`config.mk`:
```
export PLATFORM = sky130hd
export DESIGN_NAME = fesr_top
export DESIGN_NICKNAME = d
export VERILOG_FILES = /design/src/pkg/fesr_pkg.sv /design/src/pkg/fesr_cls_if.sv /design/src/design/fesr_top.sv /design/src/design/fesr_cmd_class.sv
export VERILOG_INCLUDE_DIRS = /design/src /design/src/pkg
export SDC_FILE = /design/constraint.sdc
export NUM_CORES = 1
export LEC_CHECK = 0
export ABC_AREA = 1
export BUFFER_PORTS_ARGS = -buffer_cell sky130_fd_sc_hd__buf_2
export CAP_MARGIN = 25
export CORE_MARGIN = 4
export CORE_UTILIZATION = 35
export CTS_BUF_LIST = sky130_fd_sc_hd__clkbuf_8
export DETAILED_ROUTE_END_ITERATION = 16
export GPL_TIMING_DRIVEN = 0
export MAX_ROUTING_LAYER = met4
export SYNTH_ARGS = -nofsm -noshare
export SYNTH_HDL_FRONTEND = slang
export SYNTH_SLANG_ARGS = --single-unit
```
`constraint.sdc`:
```
create_clock -name ref_clk -period 4.1 [get_ports ref_clk]
set_input_delay 0.82 -clock ref_clk [delete_from_list [all_inputs] [get_ports ref_clk]]
set_output_delay 0.82 -clock ref_clk [all_outputs]
set_load 0.005 [all_outputs]
```
`src/pkg/fesr_params.svh`:
```
// Constants for the erase suspend and resume sequencer
// Summary of operation
// - While suspended, reads and programs hit everything except the suspended erase region.
// - After suspend, wait the latency, clear write enable latch, set suspended flag.
// - After the latency, array read commands are accepted during suspend.
// - After the latency, page program and quad page program are accepted outside region.
// - After the latency, identification, unique number, security and parameter reads accepted.
// - After the latency, write enable, write disable, wrap setting and resume accepted.
// - Status reads and reset commands are accepted any time, latency does not apply.
// - The erase suspended flag is bit 15 of the status word.
// - Suspended flag sets when erase suspends, clears when erase resumes.
// - Resume is accepted only with suspended flag 1 and write in progress 0.
// - Resume with suspended flag 0 or write in progress 1 is discarded.
// - Accepted resume clears suspended flag at once, write in progress within 200 ns.
// - Suspend interrupts only a sector, 32KB or 64KB block erase.
// - A status register write is never suspended.
`ifndef FESR_PARAMS_SVH
`define FESR_PARAMS_SVH
// ----------------------------------------------------------------
// Opcodes
// ----------------------------------------------------------------
`define FESR_OP_WREN 8'h06
`define FESR_OP_WRDI 8'h04
`define FESR_OP_READ 8'h03
`define FESR_OP_FREAD 8'h0b
`define FESR_OP_DOREAD 8'h3b
`define FESR_OP_QOREAD 8'h6b
`define FESR_OP_DIOREAD 8'hbb
`define FESR_OP_QIOREAD 8'heb
`define FESR_OP_QWREAD 8'he7
`define FESR_OP_WRAP 8'h77
`define FESR_OP_MDID 8'h90
`define FESR_OP_DMDID 8'h92
`define FESR_OP_QMDID 8'h94
`define FESR_OP_JEDID 8'h9f
`define FESR_OP_UID 8'h4b
`define FESR_OP_RELPD 8'hab
`define FESR_OP_SECRD 8'h48
`define FESR_OP_PARRD 8'h5a
`define FESR_OP_PP 8'h02
`define FESR_OP_QPP 8'h32
`define FESR_OP_RESUME 8'h7a
`define FESR_OP_SUSPEND 8'h75
`define FESR_OP_RDSR1 8'h05
`define FESR_OP_RDSR2 8'h35
`define FESR_OP_RDSR3 8'h15
`define FESR_OP_RSTEN 8'h66
`define FESR_OP_RST 8'h99
// ----------------------------------------------------------------
// Status word fields and frame counts
// ----------------------------------------------------------------
`define FESR_SB_WIP 0
`define FESR_SB_WEL 1
`define FESR_SB_SUS 15
`define FESR_STATUS_RST 16'h0000
`define FESR_OP_BITS 6'h08
`define FESR_ADDR_END 6'h20
// ----------------------------------------------------------------
// Timing
// ----------------------------------------------------------------
`define FESR_CLK_MHZ 20
`define FESR_SUSP_LAT_NS 20000
`define FESR_RES_WIP_NS 200
`endif

```
`src/pkg/fesr_pkg.sv`:
```
// Types for the erase suspend and resume sequencer
package fesr_pkg;
  typedef enum logic [1:0] {
    FESR_ST_RUN = 2'h0,
    FESR_ST_LAT = 2'h1,
    FESR_ST_SUSP = 2'h3
  } fesr_state_t;
  typedef enum logic [1:0] {
    FESR_ES_4K = 2'h0,
    FESR_ES_32K = 2'h1,
    FESR_ES_64K = 2'h2
  } fesr_esize_t;
  typedef enum logic [1:0] {
    FESR_CL_NONE = 2'h0,
    FESR_CL_ANY = 2'h1,
    FESR_CL_AFTER = 2'h2
  } fesr_cls_t;
endpackage

```
`src/pkg/fesr_cls_if.sv`:
```
// Opcode classification link between the sequencer and its decoder
`timescale 1ns/1ps
interface fesr_cls_if;
  logic [7:0] opcode;
  fesr_pkg::fesr_cls_t cls;
  logic needs_addr;
  logic is_suspend;
  logic is_resume;
  modport dec (input opcode, output cls, needs_addr, is_suspend, is_resume);
  modport use_side (output opcode, input cls, needs_addr, is_suspend, is_resume);
endinterface

```
`src/design/fesr_top.sv`:
```
// Erase suspend and resume sequencer behind a four-wire SPI link
`timescale 1ns/1ps
`include "fesr_params.svh"
module fesr_top #(
  parameter int SUSP_LAT_NS = `FESR_SUSP_LAT_NS
) (
  input wire logic ref_clk,
  input wire logic rstn,
  input wire logic spi_sclk,
  input wire logic spi_cs_n,
  input wire logic spi_mosi,
  input wire logic core_erase_busy,
  input wire logic core_prog_busy,
  input wire logic core_wrsr_busy,
  input wire logic core_wel_clr,
  input wire logic [1:0] core_erase_size,
  input wire logic [23:0] core_erase_addr,
  output logic spi_miso_r,
  output logic spi_miso_oe_r,
  output logic grant_valid_r,
  output logic [7:0] grant_opcode_r,
  output logic [23:0] grant_addr_r,
  output logic ignored_r,
  output logic erase_hold_r,
  output logic [15:0] status_word_r
);
  // ----------------------------------------------------------------
  // Timing counts
  // ----------------------------------------------------------------
  localparam int SUSP_LAT_RAW = (SUSP_LAT_NS * `FESR_CLK_MHZ + 999) / 1000;
  localparam int SUSP_LAT_CYC = (SUSP_LAT_RAW < 1) ? 1 : SUSP_LAT_RAW;
  localparam logic [15:0] SUSP_LAT_LD = 16'(SUSP_LAT_CYC - 1);
  localparam int RES_WIP_RAW = (`FESR_RES_WIP_NS * `FESR_CLK_MHZ) / 1000;
  localparam int RES_WIP_CYC = (RES_WIP_RAW < 1) ? 1 : RES_WIP_RAW;
  localparam int RES_WIP_LIM = RES_WIP_CYC - 1;

  function automatic logic region_hit(input logic [23:0] a, input logic [23:0] base,
                                      input fesr_pkg::fesr_esize_t sz);
    logic hit;
    hit = 1'b0;
    unique case (sz)
      fesr_pkg::FESR_ES_4K: hit = (a[23:12] == base[23:12]);
      fesr_pkg::FESR_ES_32K: hit = (a[23:15] == base[23:15]);
      fesr_pkg::FESR_ES_64K: hit = (a[23:16] == base[23:16]);
      // Unknown size code: guard the widest region rather than none
      default: hit = (a[23:16] == base[23:16]);
    endcase
    return hit;
  endfunction

  // ----------------------------------------------------------------
  // Link sampling
  // ----------------------------------------------------------------
  // Link pins are asynchronous; edges are found only on the second and third stages
  logic [2:0] sclk_s_r;
  logic [2:0] cs_s_r;
  logic [1:0] mosi_s_r;
  always_ff @(posedge ref_clk) begin
    if (!rstn) begin
      sclk_s_r <= 3'h0;
      cs_s_r <= 3'h7;
      mosi_s_r <= 2'h0;
    end else begin
      sclk_s_r <= {sclk_s_r[1:0], spi_sclk};
      cs_s_r <= {cs_s_r[1:0], spi_cs_n};
      mosi_s_r <= {mosi_s_r[0], spi_mosi};
    end
  end
  wire active_w = ~cs_s_r[1];
  wire sclk_rise_w = active_w & sclk_s_r[1] & ~sclk_s_r[2];
  wire sclk_fall_w = active_w & ~sclk_s_r[1] & sclk_s_r[2];
  wire cs_rise_w = cs_s_r[1] & ~cs_s_r[2];

  // ----------------------------------------------------------------
  // Frame shifter
  // ----------------------------------------------------------------
  logic [5:0] bit_cnt_r;
  logic [31:0] rx_r;
  logic [7:0] opcode_r;
  logic [7:0] tx_r;
  wire [31:0] rx_nxt = {rx_r[30:0], mosi_s_r[1]};
  wire [23:0] addr_w = rx_nxt[23:0];
  wire op_done_w = sclk_rise_w & (bit_cnt_r == (`FESR_OP_BITS - 6'h01));
  wire addr_done_w = sclk_rise_w & (bit_cnt_r == (`FESR_ADDR_END - 6'h01));
  wire [7:0] op_nxt = rx_nxt[7:0];
  wire st_rd1_w = (op_nxt == `FESR_OP_RDSR1);
  wire st_rd2_w = (op_nxt == `FESR_OP_RDSR2);
  wire st_rd_w = st_rd1_w | st_rd2_w | (op_nxt == `FESR_OP_RDSR3);
  wire [7:0] st_byte_w = st_rd1_w ? status_word_r[7:0] :
                         st_rd2_w ? status_word_r[15:8] : 8'h00;

  always_ff @(posedge ref_clk) begin
    if (!rstn || !active_w) begin
      bit_cnt_r <= 6'h00;
    end else if (sclk_rise_w && bit_cnt_r != 6'h3f) begin
      bit_cnt_r <= bit_cnt_r + 6'h01;
    end
  end

  always_ff @(posedge ref_clk) begin
    if (!rstn) begin
      rx_r <= 32'h0;
      opcode_r <= 8'h00;
    end else if (sclk_rise_w) begin
      rx_r <= rx_nxt;
      if (op_done_w) begin
        opcode_r <= op_nxt;
      end
    end
  end

  // Status byte repeats while the host keeps clocking; it is a snapshot taken at the opcode
  always_ff @(posedge ref_clk) begin
    if (!rstn || !active_w) begin
      tx_r <= 8'h00;
      spi_miso_r <= 1'b0;
      spi_miso_oe_r <= 1'b0;
    end else if (op_done_w) begin
      tx_r <= st_byte_w;
      spi_miso_oe_r <= st_rd_w;
    end else if (sclk_fall_w && bit_cnt_r >= `FESR_OP_BITS) begin
      spi_miso_r <= tx_r[7];
      tx_r <= {tx_r[6:0], tx_r[7]};
    end
  end

  // ----------------------------------------------------------------
  // Command classification
  // ----------------------------------------------------------------
  fesr_cls_if cls_if ();
  assign cls_if.opcode = opcode_r;
  fesr_cmd_class u_cls (
    .cls_if(cls_if)
  );

  // ----------------------------------------------------------------
  // Suspend state
  // ----------------------------------------------------------------
  fesr_pkg::fesr_state_t state_r;
  fesr_pkg::fesr_state_t state_nxt;
  logic [15:0] lat_cnt_r;
  logic sus_r;
  logic wel_r;
  logic resume_pend_r;
  logic [23:0] susp_base_r;
  fesr_pkg::fesr_esize_t susp_size_r;

  // Addressed commands are judged when the address is complete, others when the frame ends
  wire decide_w = cls_if.needs_addr ? addr_done_w : (cs_rise_w & (bit_cnt_r >= `FESR_OP_BITS));
  wire in_run_w = (state_r == fesr_pkg::FESR_ST_RUN);
  wire in_lat_w = (state_r == fesr_pkg::FESR_ST_LAT);
  wire in_susp_w = (state_r == fesr_pkg::FESR_ST_SUSP);
  wire hit_w = cls_if.needs_addr & region_hit(addr_w, susp_base_r, susp_size_r);
  wire wip_w = core_erase_busy | core_prog_busy | core_wrsr_busy | resume_pend_r;
  wire lat_done_w = in_lat_w & (lat_cnt_r == 16'h0000);
  wire accept_w = in_run_w | (cls_if.cls == fesr_pkg::FESR_CL_ANY) |
                  (in_susp_w & (cls_if.cls == fesr_pkg::FESR_CL_AFTER) & ~hit_w);
  wire suspend_go_w = decide_w & cls_if.is_suspend & in_run_w &
                      core_erase_busy & ~core_wrsr_busy;
  // A suspended erase stays parked until the host resumes it
  wire resume_go_w = decide_w & cls_if.is_resume & in_susp_w & sus_r & ~wip_w;
  wire grant_go_w = decide_w & accept_w & ~cls_if.is_suspend & ~cls_if.is_resume;
  wire wren_w = grant_go_w & (opcode_r == `FESR_OP_WREN);
  wire wrdi_w = grant_go_w & (opcode_r == `FESR_OP_WRDI);

  always_comb begin
    state_nxt = state_r;
    unique case (state_r)
      fesr_pkg::FESR_ST_RUN: if (suspend_go_w) state_nxt = fesr_pkg::FESR_ST_LAT;
      fesr_pkg::FESR_ST_LAT: if (lat_done_w) state_nxt = fesr_pkg::FESR_ST_SUSP;
      fesr_pkg::FESR_ST_SUSP: if (resume_go_w) state_nxt = fesr_pkg::FESR_ST_RUN;
      default: state_nxt = fesr_pkg::FESR_ST_RUN;
    endcase
  end

  always_ff @(posedge ref_clk) begin
    if (!rstn) begin
      state_r <= fesr_pkg::FESR_ST_RUN;
      lat_cnt_r <= 16'h0000;
      erase_hold_r <= 1'b0;
      susp_base_r <= 24'h000000;
      susp_size_r <= fesr_pkg::FESR_ES_4K;
    end else begin
      state_r <= state_nxt;
      if (suspend_go_w) begin
        lat_cnt_r <= SUSP_LAT_LD;
        erase_hold_r <= 1'b1;
        susp_base_r <= core_erase_addr;
        susp_size_r <= fesr_pkg::fesr_esize_t'(core_erase_size);
      end else if (in_lat_w && !lat_done_w) begin
        lat_cnt_r <= lat_cnt_r - 16'h0001;
      end
      if (resume_go_w) begin
        erase_hold_r <= 1'b0;
      end
    end
  end

  always_ff @(posedge ref_clk) begin
    if (!rstn) begin
      sus_r <= 1'b0;
      wel_r <= 1'b0;
      resume_pend_r <= 1'b0;
    end else begin
      if (lat_done_w) begin
        sus_r <= 1'b1;
      end else if (resume_go_w) begin
        sus_r <= 1'b0;
      end
      if (lat_done_w || core_wel_clr || wrdi_w) begin
        wel_r <= 1'b0;
      end else if (wren_w) begin
        wel_r <= 1'b1;
      end
      // Holds write in progress high until the core picks the erase up again
      if (resume_go_w) begin
        resume_pend_r <= 1'b1;
      end else if (core_erase_busy) begin
        resume_pend_r <= 1'b0;
      end
    end
  end

  // ----------------------------------------------------------------
  // Outputs to the core
  // ----------------------------------------------------------------
  always_ff @(posedge ref_clk) begin
    if (!rstn) begin
      grant_valid_r <= 1'b0;
      grant_opcode_r <= 8'h00;
      grant_addr_r <= 24'h000000;
      ignored_r <= 1'b0;
      status_word_r <= `FESR_STATUS_RST;
    end else begin
      grant_valid_r <= grant_go_w;
      ignored_r <= decide_w & ~grant_go_w & ~suspend_go_w & ~resume_go_w;
      if (grant_go_w) begin
        grant_opcode_r <= opcode_r;
        grant_addr_r <= cls_if.needs_addr ? addr_w : 24'h000000;
      end
      status_word_r <= {sus_r, 13'h0000, wel_r, wip_w};
    end
  end

  // ----------------------------------------------------------------
  // Assertions
  // ----------------------------------------------------------------
  region_block_a: assert property (@(posedge ref_clk) disable iff (!rstn)
    decide_w && in_susp_w && hit_w |=> !grant_valid_r && ignored_r)
    else $error("command into suspended region was granted");
  lat_load_a: assert property (@(posedge ref_clk) disable iff (!rstn)
    suspend_go_w |=> in_lat_w && lat_cnt_r == SUSP_LAT_LD && erase_hold_r && !sus_r)
    else $error("suspend did not start the latency");
  lat_end_a: assert property (@(posedge ref_clk) disable iff (!rstn)
    lat_done_w |=> sus_r && !wel_r && in_susp_w)
    else $error("latency end did not set suspend and clear latch");
  lat_block_a: assert property (@(posedge ref_clk) disable iff (!rstn)
    decide_w && in_lat_w && cls_if.cls != fesr_pkg::FESR_CL_ANY |=> !grant_valid_r)
    else $error("command granted during suspend latency");
  after_grant_a: assert property (@(posedge ref_clk) disable iff (!rstn)
    decide_w && in_susp_w && cls_if.cls == fesr_pkg::FESR_CL_AFTER && !hit_w &&
    !cls_if.is_resume |=> grant_valid_r && grant_opcode_r == $past(opcode_r))
    else $error("allowed command refused during suspend");
  anytime_a: assert property (@(posedge ref_clk) disable iff (!rstn)
    decide_w && cls_if.cls == fesr_pkg::FESR_CL_ANY |=> grant_valid_r)
    else $error("status or reset command refused");
  sus_bit_a: assert property (@(posedge ref_clk) disable iff (!rstn)
    $rose(sus_r) |=> status_word_r[`FESR_SB_SUS] ##1 status_word_r[`FESR_SB_SUS] == sus_r)
    else $error("status word does not show suspend flag");
  resume_ok_a: assert property (@(posedge ref_clk) disable iff (!rstn)
    resume_go_w |=> !sus_r && !erase_hold_r ##[0:RES_WIP_LIM] status_word_r[`FESR_SB_WIP])
    else $error("resume did not clear suspend or raise write in progress");
  resume_ign_a: assert property (@(posedge ref_clk) disable iff (!rstn)
    decide_w && cls_if.is_resume && !in_lat_w && (!sus_r || wip_w) |=>
    $stable(sus_r) && $stable(erase_hold_r) && ignored_r)
    else $error("resume acted while it should be ignored");
  wrsr_keep_a: assert property (@(posedge ref_clk) disable iff (!rstn)
    decide_w && cls_if.is_suspend && core_wrsr_busy |=> $stable(state_r) && $stable(erase_hold_r))
    else $error("status register write was suspended");
  no_erase_a: assert property (@(posedge ref_clk) disable iff (!rstn)
    decide_w && cls_if.is_suspend && !core_erase_busy && !core_wel_clr |=>
    $stable(sus_r) && $stable(wel_r) && $stable(erase_hold_r))
    else $error("suspend without erase changed state");
endmodule

```
`src/design/fesr_cmd_class.sv`:
```
// Opcode classifier for commands seen during an erase suspend
`timescale 1ns/1ps
`include "fesr_params.svh"
module fesr_cmd_class (
  fesr_cls_if.dec cls_if
);
  wire [7:0] op = cls_if.opcode;
  // ----------------------------------------------------------------
  // Commands that ignore the suspend latency
  // ----------------------------------------------------------------
  wire any_w = (op == `FESR_OP_RDSR1) || (op == `FESR_OP_RDSR2) || (op == `FESR_OP_RDSR3) ||
               (op == `FESR_OP_RSTEN) || (op == `FESR_OP_RST);
  // ----------------------------------------------------------------
  // Commands allowed once the latency is over
  // ----------------------------------------------------------------
  wire rd_w = (op == `FESR_OP_READ) || (op == `FESR_OP_FREAD) || (op == `FESR_OP_DOREAD) ||
              (op == `FESR_OP_QOREAD) || (op == `FESR_OP_DIOREAD) || (op == `FESR_OP_QIOREAD) ||
              (op == `FESR_OP_QWREAD);
  wire pp_w = (op == `FESR_OP_PP) || (op == `FESR_OP_QPP);
  wire id_w = (op == `FESR_OP_MDID) || (op == `FESR_OP_DMDID) || (op == `FESR_OP_QMDID) ||
              (op == `FESR_OP_JEDID) || (op == `FESR_OP_UID) || (op == `FESR_OP_RELPD) ||
              (op == `FESR_OP_SECRD) || (op == `FESR_OP_PARRD);
  wire ctl_w = (op == `FESR_OP_WREN) || (op == `FESR_OP_WRDI) || (op == `FESR_OP_WRAP) ||
               (op == `FESR_OP_RESUME);
  wire after_w = rd_w || pp_w || id_w || ctl_w;
  assign cls_if.cls = any_w ? fesr_pkg::FESR_CL_ANY :
                      after_w ? fesr_pkg::FESR_CL_AFTER : fesr_pkg::FESR_CL_NONE;
  // Only array reads and programs carry an address that must be checked against the region
  assign cls_if.needs_addr = rd_w || pp_w;
  assign cls_if.is_suspend = (op == `FESR_OP_SUSPEND);
  assign cls_if.is_resume = (op == `FESR_OP_RESUME);
endmodule

```
==> metrics.yaml, run 1 <==
clocking:
  clk_pin_slew_ns: 0.07
  cts_resized: 0
  cts_tree: "yes"
  cts-buffers-inserted: 17
  cts_root_buf: "clkbuf_8"
  h-tree-depth: 4
  clock_latency_ns: 0.45
  cts_hold_buf: 0
  clockBufferDepth: 2
  clock-sinks: 128
  cts_setup_buffers: 0
logic_synthesis:
  syn_area_per_cell_um2: 7.26
  yosys_warnings: 0
  synth_cell_types: 43
  ys_seq_area_share_pct: 43.8
  synth_cells: 806
  synth_seq_cells: 128
  synth_enable_flop_cells: 0
  postSynth.asyncResetShare_pct: 0
  syn_area_um2: 5850
  ys.flop_type: "dfxtp_1"
worst_setup_path:
  critical_path_required_ns: 4.46
  reg2reg_slack_ns: 1.97
  arrival_ns: 2.53
  crit_type: "in -> reg"
  startpoint_type: "input pin"
  crit_path_end_kind: "flip-flop"
  crit_fanout: 10
finish:
  final_nets: 936
  layout.cells.non_filler: 1131
  final_layout_size_suffix_gt1_share_pct: 19.3
  diodes: 0
  areaGrowthSynthToFinish_pct: 16.8
global_routing:
  grt_pass1_vias: 4819
  grt_usage_pct: 15.8
  grt_max_degree: 17
  gr-total-overflow: 0
  grt_pass1_wl_um: 23000
  antenna_found_initial: 0
timing:
  max_freq_ghz: 0.462
  setup_viol: 0
  slew_violations: 0
  slew_headroom_pct: 54.5
  worst_slew_pin_slew_ns: 0.676
  finClkSkew_ns: 0.0142
  rsz0062_at_grt: "false"
  timing.hold.ws_ns: 0.416
  setup-tns-final_ns: 0
  period_needed_ns: 2.17
  fin_crit_sh_pct: 52.8
  hold_viol: 0
route:
  wirelength_um: 13900
  m1WireLength_um: 6700
  drt_iter0_drc: 403
  ant_nets: 0
  via_count: 5060
  wire_per_inst_um: 12.3
  remaining_drc_errors: 0
  dr_wl_met3_um: 659
  via_per_inst: 4.47
  wl_met2_um: 6320
  first_pass_iters: 5
  maxUsedRoutingLayer: "met4"
floorplanning:
  core-area_um2: 16500
  ioPinCount: 88
  placementRows: 47
  dieArea_um2: 18800
  fp.dieW_um: 137
  fp.dieH_um: 137
  initial_core_util_pct: 35.5
power:
  swShare_pct: 25.3
  combPwrFrac_pct: 4.3
  p_int_w: 0.00176
  vdd_ir_drop_max_mv: 0.195
  total_power_w: 0.00236
  power.leakage_nw: 3.11
  power_density_nw_per_um2: 345
  clock_power_share_pct: 42.3
  switchingPower_w: 0.000596
  p_seq_share_pct: 53.4
status:
  status: "complete, no violations"
placement:
  dp_hpwl_um: 10300
  dp_cells: 1099
  place_congestion: 0.879
  portBuffers: 61
run:
  maxCapViolations: 0
min_path:
  hp-class: "reg -> reg"
[critical path, stage by stage]
cell     delay [ns]
buf_2          0.21
inv_1          0.19
nor2_1         0.56
inv_1          0.21
nor2_1         0.36
nand2_1        0.09
o31ai_1        0.07
[power by group through the flow]
stage                     Clock, W  Combinational (W)  Sequential [W]
after floorplan                  0          0.0000702         0.00129
after global placement           0           0.000101         0.00129
after detailed placement         0           0.000102         0.00129
after CTS                  0.00102           0.000103         0.00126
after global routing       0.00107           0.000116         0.00126
final                     0.000997           0.000102         0.00126
[cell usage in the layout, fill, tap and decap left out, types with 5 or more instances in the layout]
master      n
conb_1     13
buf_2      66
clkbuf_1   19
nand2_1   154
nand4_1     8
a21oi_1    66
inv_1      96
nand3_1    49
clkbuf_8   17
inv_2       8
nor2_1     99
clkinv_2    7
nor3_1     11
xor2_1      6
o21ai_0    53
or2_2       5
o21ai_1    12
buf_4      16
nand2_4     5
dfxtp_1   128
nand2_2    27
[final timing paths]
kind	from	end	depth (start not counted)
worst min-delay path	cs_s_r[0]	cs_s_r[1]	1
worst max-delay path	rstn	spi_miso_oe_r	7
worst min register to register	cs_s_r[0]	cs_s_r[1]	1
worst max register to register	cls_if.opcode[6]	grant_addr_r[21]	11
[flip-flops by register name (all words and copies together) (netlist names), 2 cells and up]
signal          flops
status_word_r       3
grant_addr_r       24
tx_r                8
cls_if.opcode       8
mosi_s_r            2
susp_size_r         2
sclk_s_r            3
lat_cnt_r          16
bit_cnt_r           6
state_r             2
susp_base_r        12
rx_r               23
grant_opcode_r      8
cs_s_r              3
[cell usage after synthesis, drive strengths merged (2+ instances only)]
| cell type | n | area share (%) |
|---|---|---|
| a21oi | 66 | 5.6 |
| a31oi | 3 | 0.32 |
| buf | 24 | 3.2 |
| clkbuf | 19 | 1.2 |
| dfxtp | 128 | 44 |
| ha | 3 | 0.64 |
| inv | 104 | 6.7 |
| nand2 | 187 | 14 |
| nand3 | 52 | 4.8 |
| nand4 | 8 | 0.86 |
| nor2 | 107 | 8.1 |
| nor3 | 11 | 0.94 |
| nor4 | 3 | 0.43 |
| o21a | 2 | 0.26 |
| o21ai | 66 | 5.8 |
| or2 | 5 | 0.53 |
| xnor2 | 2 | 0.30 |
| xor2 | 6 | 0.90 |
[per-layer routing]
| metal | vias to the layer above | track usage [%] |
|---|---|---|
| met1 | 2250 | 20.1 |
| met5 | - | - |
| met2 | 87 | 24.4 |
| met4 | 0 | 5.65 |
| li1 | 2708 | - |
| met3 | 15 | 4.13 |
[per-stage QoR]
stage	instance area [um^2]	utilization (%)	setup WS (ns)
after detailed placement	6480	39.3	1.50
after global placement	6480	39.3	1.48
final	6830	41.5	1.93
after floorplan	5900	-	2.09
after global routing	6830	41.5	1.75
after CTS	6830	41.5	1.96
[cells by family (layout without fill, tap and decap cells)]
logic type,Yosys count,after routing,share of synthesized area [%]
DFF,128,128,43.8
xor gates and xnor gates,8,8,1.20
buffers and inverters,147,240,11.1
adders and majority gates,3,3,0.642
other,1,13,0.0641
AOI/OAI and AO/OA,142,142,13.0
and+or+nand+nor,377,377,30.2
[cell type report]
cell class | count | area, um^2
Timing Repair Buffer | 61 | 305
Buffer | 43 | 260
Multi-Input combinational cell | 543 | 2680
Fill cell | 1785 | 9630
Inverter | 104 | 390
Sequential cell | 128 | 2560
Clock buffer | 17 | 234
Clock inverter | 15 | 123
Tap cell | 220 | 275
Note: power is estimated with default switching activity, not from simulation.
==> run 2, diff against run 1 <==
- ABC_AREA: 1 -> 0
- clock period: 4.1 -> 2.2 ns (I/O delays scaled with it)
==> run 2 against run 1 <==
Compared with the run above: die area shrank 4.3%; hold slack worse by 0.22 ns; largest cell class unchanged; global-route usage rose by 0.12 points.
==> metrics.yaml, run 2 <==
floorplanning:
  fp.dieH_um: 134  # -2.2%
  fp.dieW_um: 134  # -2.2%
  core-area_um2: 15400  # -6.3%
  ioPinCount: 88  # unchanged
  placementRows: 45  # -4.3%
  initial_core_util_pct: 36.2  # +0.66 points
  dieArea_um2: 18000  # -4.3%
status:
  status: "complete, no violations"
finish:
  areaGrowthSynthToFinish_pct: 26.5
  reg.largest.list: "grant_addr_r: 24 flops, rx_r: 23 flops, lat_cnt_r: 16 flops"
  mostFrequentLayoutCells: "150 x nand2_1, 121 x dfxtp_1, 64 x buf_2"
  largest_reg_flops: 24  # unchanged
  diodes: 0  # unchanged
  final_layout_size_suffix_gt1_share_pct: 24.8  # +5.5 points
  final_nets: 807  # -14%
  fill_cells: 1564  # -12%
  final_common_cell: "nand2_1"
  top_register: "grant_addr_r"
logic_synthesis:
  post-synth-top-count-cell: "nand2_1"
  synth_top_cell_by_area: "dfxtp_1"
  syn_area_per_cell_um2: 8.55  # +18%
  ys.flop_type: "dfxtp_1"
  synth_seq_cells: 128  # unchanged
  postSynth.asyncResetShare_pct: 0  # unchanged
  yosys-top-cells-area: "dfxtp_1 46%, nand2_1 10%, mux2i_1 6.1%, a21oi_1 5.7%, xnor2_1 3.5%"
  synth_top_area_share_pct: 45.9  # +2.1 points
  synth_cell_types: 60  # +40%
  synthTopCellsByCount: "151 x nand2_1, 128 x dfxtp_1, 64 x a21oi_1"
  synth_cells: 653  # -19%
  synth_enable_flop_cells: 0  # unchanged
  yosys_warnings: 0  # unchanged
  syn_area_um2: 5580  # -4.6%
  ys_seq_area_share_pct: 45.9  # +2.1 points
worst_setup_path:
  timing.rr.start: "cls_if.opcode[1]"
  path_cells: "buf_4 > nor2b_1 > o2111ai_2 > o211ai_2 > buf_6 > mux2i_4 > a211o_1 > buf_6 > buf_4 > mux2i_1"
  crit_type: "reg -> reg"
  cp_top_family: "buffers and inverters"
  crit_path_end_kind: "flip-flop"
  crit_fanout: 7  # -3
  cp_slowest_cell: "dfxtp_2"
  r2r_cells: 10  # -1
  startpoint_type: "flip-flop"
  critical_path_required_ns: 2.57  # -1.89 ns
  arrival_ns: 2.51  # -0.02 ns
  r2r-end: "grant_addr_r[2]"
  crit_start: "cls_if.opcode[1]"
  reg2reg_slack_ns: 0.06  # -1.91 ns
  crit_buf_inv: 4  # +1
  worst_path_largest_cell_delay_ns: 0.34  # -0.22 ns
clocking:
  clock-sinks: 128  # unchanged
  clock_latency_ns: 0.45  # about the same
  clk_pin_slew_ns: 0.07  # about the same
  clockBufferDepth: 2  # unchanged
  h-tree-depth: 4  # unchanged
  cts-buffers-inserted: 17  # unchanged
  cts_root_buf: "clkbuf_8"
  cts_tree: "yes"
route:
  wirelength_um: 14200  # +2.2%
  via_count: 4808  # -5.0%
  ant_nets: 0  # unchanged
  wire_per_inst_um: 14.3  # +16%
  remaining_drc_errors: 0  # unchanged
  drt_iter0_drc: 236  # -41%
  via_per_inst: 4.84  # +8.2%
  first_pass_iters: 5  # unchanged
timing:
  slew_violations: 0  # unchanged
  rsz0062_at_grt: "true"
  max_freq_ghz: 0.466
  setup-tns-final_ns: 0  # unchanged
  slew_headroom_pct: 47.2  # -7.4 points
  layout_setup_ws_ns: 0.0562  # -1.88 ns
  hold_viol: 0  # unchanged
  period_needed_ns: 2.14
  fin_crit_sh_pct: 97.4
  worst_slew_pin_slew_ns: 0.786  # +0.110 ns
  finClkSkew_ns: 0.0147  # +0.000545 ns
  setup_viol: 0  # unchanged
placement:
  place_congestion: 0.799  # -9.1%
  pre_cts_ws_ns: -0.301  # -1.80 ns
  dp_hpwl_um: 9750  # -5.3%
  portBuffers: 62  # +1.6%
run:
  maxCapViolations: 0  # unchanged
min_path:
  hold_depth: 2  # +1
  hp-class: "in -> reg"
  min_to: "cs_s_r[0]"
  hp-start: "spi_cs_n"
global_routing:
  antenna_found_initial: 0  # unchanged
  grt_usage_pct: 15.9  # +0.12 points
  grt_pass1_vias: 4441  # -7.8%
  grt_pass1_wl_um: 22400  # -2.8%
  grt_max_degree: 17  # unchanged
  gr-total-overflow: 0  # unchanged
power:
  power.leakage_nw: 2.80  # -9.8%
  total_power_w: 0.00452  # +92%
  vdd_ir_drop_max_mv: 0.466  # +140%
  power_density_nw_per_um2: 640  # +85%
run 2: how the worst max path moves through the flow:
stage                       endpoint  depth (start not counted)
floorplan               lat_cnt_r[5]                          6
global placement        lat_cnt_r[4]                          6
detailed placement      lat_cnt_r[4]                          6
CTS                 grant_addr_r[13]                          9
global route         grant_addr_r[2]                         10
finish               grant_addr_r[2]                         10
run 2: logic make-up after synthesis:
group / after synthesis / synth area share, %
other: 1 / 0.0672
multiplexers: 36 / 6.50
XOR/XNOR: 32 / 5.02
AO/OA/AOI/OAI: 108 / 11.2
flip-flops: 128 / 45.9
AND/OR/NAND/NOR: 285 / 24.9
buffers and inverters: 60 / 5.74
adder cells (fa/ha/maj): 3 / 0.672
run 2: power by group:
part           internal [W]  switching, W  leakage (nW)  total, W
sequential          0.00232    0.00000548          1.04   0.00233
clock               0.00120      0.000879         0.230   0.00208
combinational     0.0000414     0.0000697          1.53  0.000111
run 2: through the flow:
| step | hold slack, ns | cells | util (%) | instance area (um^2) |
|---|---|---|---|---|
| 3_3_place_gp | 0.396 | 938 | 40.2 | 6200 |
| 3_5_place_dp | 0.402 | 938 | 40.2 | 6200 |
| 2_1_floorplan | 0.386 | 665 | - | 5630 |
| 4_1_cts | 0.172 | 982 | 44.0 | 6800 |
| 6_report | 0.192 | 993 | 45.8 | 7060 |
| 5_1_grt | 0.182 | 993 | 45.8 | 7060 |
run 2: worst reg2reg max path, delay by kind of cell, from the launching register on:
kind,cells,cell delay [ns]
mux,2,0.50
flops,1,0.34
compound gates,3,0.41
buf+inv,4,0.59
simple gates,1,0.23
run 2: final cells by class:
class	count	area, um^2	share of cell area [%]
Timing Repair Buffer	89	557	7.88
Inverter	8	30.0	0.425
Clock buffer	24	330	4.68
Clock inverter	8	85.1	1.20
Buffer	48	325	4.61
Multi-Input combinational cell	477	2900	41.0
Sequential cell	128	2570	36.4
Tap cell	211	264	3.74
run 2: what timing repair did:
action | in CTS | in global routing
endpoints found under the setup margin | 67 | 62
setup buffers | 12 | 11
endpoints found under the hold margin | 0 | 0
resized for setup | 23 | 45
pin swaps | 3 | 17
hold buffers | 0 | 0
gates cloned | 0 | 4
run 2: layer usage:
metal | track usage [%] | vias to the layer above | share of wire [%]
li1 | - | 2438 | -
met1 | 21.6 | 2244 | 48
met2 | 22.9 | 107 | 45
met3 | 4.50 | 19 | 5.5
met4 | 5.49 | 0 | 1.7
met5 | - | - | 0
